**src/cbx_pkg.sv**
```systemverilog
// constants, types and offset arithmetic for the compact branch and trap executor
package cbx_pkg;

    // trap entry
    localparam logic [31:0] TRAP_VECTOR   = 32'h0000_0008;
    localparam logic [4:0]  MODE_SVC      = 5'h13;
    localparam int          MODE_MSB      = 4;
    localparam int          STATE_BIT     = 5;
    localparam int          TRAP_CYCLES   = 3;

    // program counter arithmetic
    localparam logic [31:0] PREFETCH_AHEAD = 32'h0000_0004;
    localparam logic [31:0] NEXT_HALF      = 32'h0000_0002;
    localparam logic [31:0] LINK_MARK      = 32'h0000_0001;

    // opcode fields
    localparam logic [7:0]  OP_TRAP    = 8'hDF;
    localparam logic [4:0]  OP_BRANCH  = 5'h1C;
    localparam logic [4:0]  OP_LONG_HI = 5'h1E;
    localparam logic [4:0]  OP_LONG_LO = 5'h1F;

    typedef enum logic [0:0]
    {
        ST_IDLE = 1'h0,
        ST_TRAP = 1'h1
    } cbx_state_t;

    // one register write toward the core
    typedef struct packed
    {
        logic        we;
        logic [31:0] data;
    } cbx_wr_t;

    typedef struct packed
    {
        cbx_state_t  st;
        logic [3:0]  cnt;
        logic [31:0] addr;
        logic [31:0] status;
        cbx_wr_t     pc_wr;
        cbx_wr_t     lr_wr;
        cbx_wr_t     saved_status_word_wr;
        cbx_wr_t     current_status_word_wr;
    } cbx_regs_t;

    // sign-extended displacement; upper half lands at bit 12, others at bit 1
    function automatic logic [31:0] disp_ext(input logic [10:0] field, input logic upper);
        logic [31:0] r;
        if (upper)
        begin
            r = {{9{field[10]}}, field, 12'h000};
        end
        else
        begin
            r = {{20{field[10]}}, field, 1'h0};
        end
        return r;
    endfunction

endpackage

```
**src/cbx_disp_adder.sv**
```systemverilog
// adds a decoded branch displacement to a base address
`timescale 1ns/1ps
module cbx_disp_adder
(
    // operands
    input  wire logic [31:0] base_i,
    input  wire logic [10:0] field_i,
    input  wire logic        upper_i,
    // result
    output logic      [31:0] sum_o
);

    // wraps modulo 2^32 by width
    assign sum_o = base_i + cbx_pkg::disp_ext(field_i, upper_i);

endmodule

```
**src/cbx_exec.sv**
```systemverilog
// executes the 16-bit trap, short branch and two-part long call instructions
`timescale 1ns/1ps
module cbx_exec
#(
    parameter int TRAP_CYCLES = cbx_pkg::TRAP_CYCLES
)
(
    // clock and reset
    input  wire logic            CLOCK_I,
    input  wire logic            RESETN_I,
    // instruction in, ready out
    input  wire logic            INSTR_VALID_I,
    input  wire logic [15:0]     INSTR_I,
    input  wire logic [31:0]     INSTR_ADDR_I,
    output logic                 READY_O,
    // core state in
    input  wire logic [31:0]     LR_I,
    input  wire logic [31:0]     CURRENT_STATUS_WORD_I,
    // register writes out
    output cbx_pkg::cbx_wr_t     PC_WR_O,
    output cbx_pkg::cbx_wr_t     LR_WR_O,
    output cbx_pkg::cbx_wr_t     SAVED_STATUS_WORD_WR_O,
    output cbx_pkg::cbx_wr_t     CURRENT_STATUS_WORD_WR_O
);

    localparam int          TRAP_DLY = TRAP_CYCLES;
    localparam logic [3:0]  TRAP_CNT = 4'(TRAP_CYCLES);

    cbx_pkg::cbx_regs_t q;
    cbx_pkg::cbx_regs_t d;

    logic        is_trap;
    logic        is_branch;
    logic        is_long_hi;
    logic        is_long_lo;
    logic        take;
    logic [31:0] pc_ahead;
    logic [31:0] base;
    logic [31:0] target;

    // only the top byte is decoded, the comment byte never steers anything
    assign is_trap    = INSTR_I[15:8] == cbx_pkg::OP_TRAP;
    assign is_branch  = INSTR_I[15:11] == cbx_pkg::OP_BRANCH;
    assign is_long_hi = INSTR_I[15:11] == cbx_pkg::OP_LONG_HI;
    assign is_long_lo = INSTR_I[15:11] == cbx_pkg::OP_LONG_LO;

    assign READY_O = q.st == cbx_pkg::ST_IDLE;
    assign take    = INSTR_VALID_I && READY_O;

    // prefetch puts the visible pc one word ahead
    assign pc_ahead = INSTR_ADDR_I + cbx_pkg::PREFETCH_AHEAD;
    // second long half builds on the partial sum left in the link register
    assign base     = is_long_lo ? LR_I : pc_ahead;

    cbx_disp_adder u_adder
    (
        .base_i  (base),
        .field_i (INSTR_I[10:0]),
        .upper_i (is_long_hi),
        .sum_o   (target)
    );

    always_comb
    begin
        d = q;
        d.pc_wr.we   = 1'h0;
        d.lr_wr.we   = 1'h0;
        d.saved_status_word_wr.we = 1'h0;
        d.current_status_word_wr.we = 1'h0;
        case (q.st)
            cbx_pkg::ST_IDLE:
            begin
                if (take && is_trap)
                begin
                    // hold the result back to match the 32-bit trap timing
                    d.st     = cbx_pkg::ST_TRAP;
                    d.cnt    = TRAP_CNT;
                    d.addr   = INSTR_ADDR_I;
                    d.status = CURRENT_STATUS_WORD_I;
                end
                else if (take && is_branch)
                begin
                    d.pc_wr.we   = 1'h1;
                    d.pc_wr.data = target;
                end
                else if (take && is_long_hi)
                begin
                    d.lr_wr.we   = 1'h1;
                    d.lr_wr.data = target;
                end
                else if (take && is_long_lo)
                begin
                    d.pc_wr.we   = 1'h1;
                    d.pc_wr.data = target;
                    d.lr_wr.we   = 1'h1;
                    d.lr_wr.data = (INSTR_ADDR_I + cbx_pkg::NEXT_HALF) | cbx_pkg::LINK_MARK;
                end
            end
            cbx_pkg::ST_TRAP:
            begin
                d.cnt = q.cnt - 4'h1;
                if (q.cnt == 4'h2)
                begin
                    d.st         = cbx_pkg::ST_IDLE;
                    d.lr_wr.we   = 1'h1;
                    d.lr_wr.data = q.addr + cbx_pkg::NEXT_HALF;
                    d.pc_wr.we   = 1'h1;
                    d.pc_wr.data = cbx_pkg::TRAP_VECTOR;
                    d.saved_status_word_wr.we   = 1'h1;
                    d.saved_status_word_wr.data = q.status;
                    d.current_status_word_wr.we   = 1'h1;
                    d.current_status_word_wr.data = q.status;
                    d.current_status_word_wr.data[cbx_pkg::MODE_MSB:0] = cbx_pkg::MODE_SVC;
                    d.current_status_word_wr.data[cbx_pkg::STATE_BIT]  = 1'h0;
                end
            end
            default:
            begin
                d.st = cbx_pkg::ST_IDLE;
            end
        endcase
    end

    always_ff @(posedge CLOCK_I or negedge RESETN_I)
    begin
        if (!RESETN_I)
        begin
            q <= '0;
        end
        else
        begin
            q <= d;
        end
    end

    assign PC_WR_O   = q.pc_wr;
    assign LR_WR_O   = q.lr_wr;
    assign SAVED_STATUS_WORD_WR_O = q.saved_status_word_wr;
    assign CURRENT_STATUS_WORD_WR_O = q.current_status_word_wr;
endmodule

```
**config.mk**
```make
export PLATFORM = sky130hd
export DESIGN_NAME = cbx_exec
export DESIGN_NICKNAME = d
export VERILOG_FILES = /design/src/cbx_pkg.sv /design/src/cbx_disp_adder.sv /design/src/cbx_exec.sv
export SDC_FILE = /design/constraint.sdc
export NUM_CORES = 1
export LEC_CHECK = 0
export BUFFER_PORTS_ARGS = -buffer_cell sky130_fd_sc_hd__buf_4
export CAP_MARGIN = 5
export CORE_ASPECT_RATIO = 0.5
export CORE_MARGIN = 2
export CORE_UTILIZATION = 56
export DETAILED_ROUTE_END_ITERATION = 7
export GPL_TIMING_DRIVEN = 0
export PLACE_DENSITY_LB_ADDON = 0.3
export SLEW_MARGIN = 0
export SYNTH_ARGS = -nofsm -noshare
export SYNTH_HDL_FRONTEND = slang
export SYNTH_SLANG_ARGS = --single-unit
```
**constraint.sdc**
```tcl
create_clock -name CLOCK_I -period 3.1 [get_ports CLOCK_I]
set_clock_uncertainty 0.2 [all_clocks]
set_input_delay 0 -clock CLOCK_I [delete_from_list [all_inputs] [get_ports CLOCK_I]]
set_output_delay 0 -clock CLOCK_I [all_outputs]
set_load 0.02 [all_outputs]
```
==> flow_metrics.py <==
metrics = {
    "cells_and_area": {
        "area_delta_synth_final_pct": 44.8,
        "final_cell_area_um2": 16700,
        "fin_nets": 1865,
        "fin_util": 0.821,
        "diodes": 0,
        "drive_above_1_share": 0.407,
    },
    "critical_path": {
        "critPathBufInv": 3,
        "cp-end-kind": "flop",
        "crit_family": "compound AO/OA/AOI/OAI gates",
        "startpoint_type": "input pin",
        "arrival_ps": 3340,
        "path_max_fanout": 5,
        "path_class": "in -> reg",
        "worstPathRequired_ps": 3210,
        "path_cells": "buf_8 -> ha_4 -> nand4_1 -> buf_6 -> nor4_4 -> nor2b_4 -> buf_6 -> xnor2_4 -> a21oi_2 -> ha_2 -> a21o_1 -> a21o_1 -> a41oi_2 -> a31oi_2 -> a41oi_2 -> nor2b_4 -> xnor2_4 -> a221o_1",
        "slowest_stage": "nor4_4",
        "max_stage_delay_ps": 380,
    },
    "run_status": {
        "outcome": "complete, but fails checks",
        "violations": "hold timing, setup timing",
    },
    "routing": {
        "wire_per_inst_um": 22.0,
        "wl_mm": 44.0,
        "vias_per_cell": 5.96,
        "first_pass_iters": 7,
        "dr.first_iter.drc_count": 1472,
        "drtAntennaViolNets": 0,
        "dr_total_vias": 11900,
        "post-route-drc-count": 0,
    },
    "clock_tree": {
        "insertion_delay_ps": 430,
        "clockBufferDepth": 2,
        "cts_inserted_buffers": 17,
        "cts_tree": "built",
        "numClockSinks": 169,
        "root_buffer": "clkbuf_16",
        "clk_pin_slew_ps": 60,
        "htree_levels": 4,
    },
    "grt": {
        "grt_first_pass_wirelength_mm": 63.1,
        "grt_pass1_vias": 11300,
        "grt_max_degree": 113,
        "grt.overflow.total": 0,
        "antenna_found_initial": 0,
        "grt_usage": 0.376,
    },
    "power": {
        "p_leak_nw": 8.03,
        "clockPowerShare": 0.267,
        "swShare": 0.351,
        "pwr-share-seq": 0.350,
        "ir_drop_v": 0.000355,
        "combPwrFrac": 0.383,
        "powerDensity_nw_per_um2": 466,
        "power_switching_mw": 2.74,
        "internal_power_mw": 5.05,
    },
    "place": {
        "gp_congestion": 0.948,
        "io_buffers": 227,
        "dp_slack_ps": -1390,
        "place_area_um2": 13800,
        "hpwl_mm": 29.5,
    },
    "timing": {
        "finalHoldViolations": 1,
        "whs_ps": -27.8,
        "fin_crit_sh": 1.04,
        "rsz0062_at_grt": "true",
        "slew_headroom": 0.357,
        "post-route-min-period_ps": 3220,
        "maxSlewViolCount": 0,
        "fmax_mhz": 310,
        "worst_slew_pin_slew_ps": 965,
        "setup_viol": 15,
        "setup_slack_ps": -123,
    },
    "floorplanning": {
        "io_pins": 248,
        "rows": 37,
        "die_w_um": 207,
        "core_um2": 20400,
        "initial_utilization": 0.567,
        "die_h_um": 106,
        "die_area_um2": 21900,
    },
    "synthesis": {
        "synth_area_um2": 11500,
        "synth_seq_cells": 169,
        "synth_cell_types": 71,
        "async_reset_ff_frac": 1.00,
        "yosys_warnings": 0,
        "synth_enable_flop_cells": 0,
        "ys.flop_type": "dfrtp_1",
        "seq_area_frac_synth": 0.366,
        "syn_area_per_cell_um2": 8.72,
        "synthCells": 1324,
    },
    "hold_path": {
        "hp-class": "in -> reg",
    },
    "job": {
        "maxCapViolations": 0,
    },
}
[metal layers]
metal | GRT usage | wire, µm | up-vias
met5 | 0 | 0 | -
met4 | 0.112 | 1290 | 0
met3 | 0.106 | 5180 | 131
met2 | 0.568 | 19300 | 788
met1 | 0.528 | 18200 | 5802
li1 | - | - | 5182
[logic make-up after synthesis]
kind of cell | after synthesis | synth area share
other cells | 1 | 0.000325
xor+xnor | 113 | 0.0857
flops | 169 | 0.366
buf+inv | 231 | 0.122
simple gates | 462 | 0.184
mux | 70 | 0.0680
fa+ha+maj | 38 | 0.0418
compound gates | 240 | 0.131
[cells in the mapped netlist (11+ instances only)]
master    number  area share
a21o_1        24       0.016
a21oi_1       88       0.038
buf_1         12      0.0039
buf_2         12      0.0052
buf_4        136       0.088
clkbuf_1      44       0.014
dfrtp_1      169        0.37
ha_1          37       0.040
inv_1         24      0.0078
mux2_2        63       0.061
nand2_1      192       0.062
nand2b_1      11      0.0060
nand3_1       61       0.026
nand4_1       21       0.011
nor2_1        96       0.031
nor2b_1       20       0.011
nor3_1        11      0.0048
o21ai_0       45       0.020
o22ai_1       12      0.0065
xnor2_1       73       0.055
xor2_1        40       0.030
[placed cells by master, fill, tap and decap left out, drive strengths merged, types with 8 or more instances in the layout]
cell type    instances
dlygate4sd3         77
a21oi               88
nand4               21
xor2                40
nand2              192
nor4                 8
o21ai               47
nor2                96
nand2b              11
and2                 8
a21o                24
xnor2               73
and3                11
ha                  37
o22ai               12
nor3                11
buf                463
inv                 32
clkbuf              52
nand3               62
a222oi               9
mux2                68
dfrtp              169
nor2b               20
[flip-flops by register name, summed over array words and instances (netlist names)]
| signal | cells |
|---|---|
| q | 69 |
| PC_WR_O | 33 |
| CURRENT_STATUS_WORD_WR_O | 2 |
| LR_WR_O | 33 |
| SAVED_STATUS_WORD_WR_O | 32 |
[cell type report]
| type | count | area [µm²] |
|---|---|---|
| inverters | 24 | 90.1 |
| fillers | 1215 | 3650 |
| multi-input cells | 926 | 6870 |
| flip-flops and latches | 169 | 4230 |
| repair buffers | 376 | 3160 |
| clock buffers | 18 | 429 |
| plain buffers | 198 | 1460 |
| well taps | 273 | 342 |
| clock inverters | 14 | 135 |
[timing repair]
item	CTS	global route
hold endpoints to repair	255	3
setup buffers	30	39
resized for setup	81	151
cloned	0	2
hold buffers	75	3
pin swaps	34	63
setup endpoints to repair	80	50
[stage by stage]
step	power, mW	hold slack, ps	cells	setup TNS, ps
2_1_floorplan	4.22	-496	1326	-188
3_3_place_gp	5.15	19.3	1826	-40460
3_5_place_dp	5.22	-248	1827	-42440
4_1_cts	7.49	2.44	1959	0
5_1_grt	8.04	7.84	1998	-2230
6_report	7.79	-27.8	1998	-887
[power groups by stage]
stage,Combinational [mW],Clock (mW),Sequential (mW)
2_1_floorplan,1.54,0,2.68
3_5_place_dp,2.48,0,2.74
3_3_place_gp,2.43,0,2.73
4_1_cts,2.71,2.07,2.71
6_report,2.98,2.08,2.72
5_1_grt,3.13,2.17,2.75
[worst reg2reg max path, delay by kind of cell, from the launching register on]
family	cells	cell delay, ps
buf+inv	1	90
xor+xnor	1	210
fa+ha+maj	1	250
simple gates	4	1370
compound gates	2	360
flops	1	430
[worst paths after layout]
kind	startpoint	end	slack, ps	depth (start not counted)
max reg2reg	q[165]	LR_WR_O[31]	70	9
min reg2reg	q[134]	SAVED_STATUS_WORD_WR_O[2]	270	2
max in group asynchronous	RESETN_I	q[169]	1660	4
max	INSTR_ADDR_I[3]	LR_WR_O[26]	-120	18
min in group asynchronous	RESETN_I	SAVED_STATUS_WORD_WR_O[20]	540	4
min	INSTR_ADDR_I[1]	LR_WR_O[28]	-30	5
Note: power is estimated with default switching activity, not from simulation.
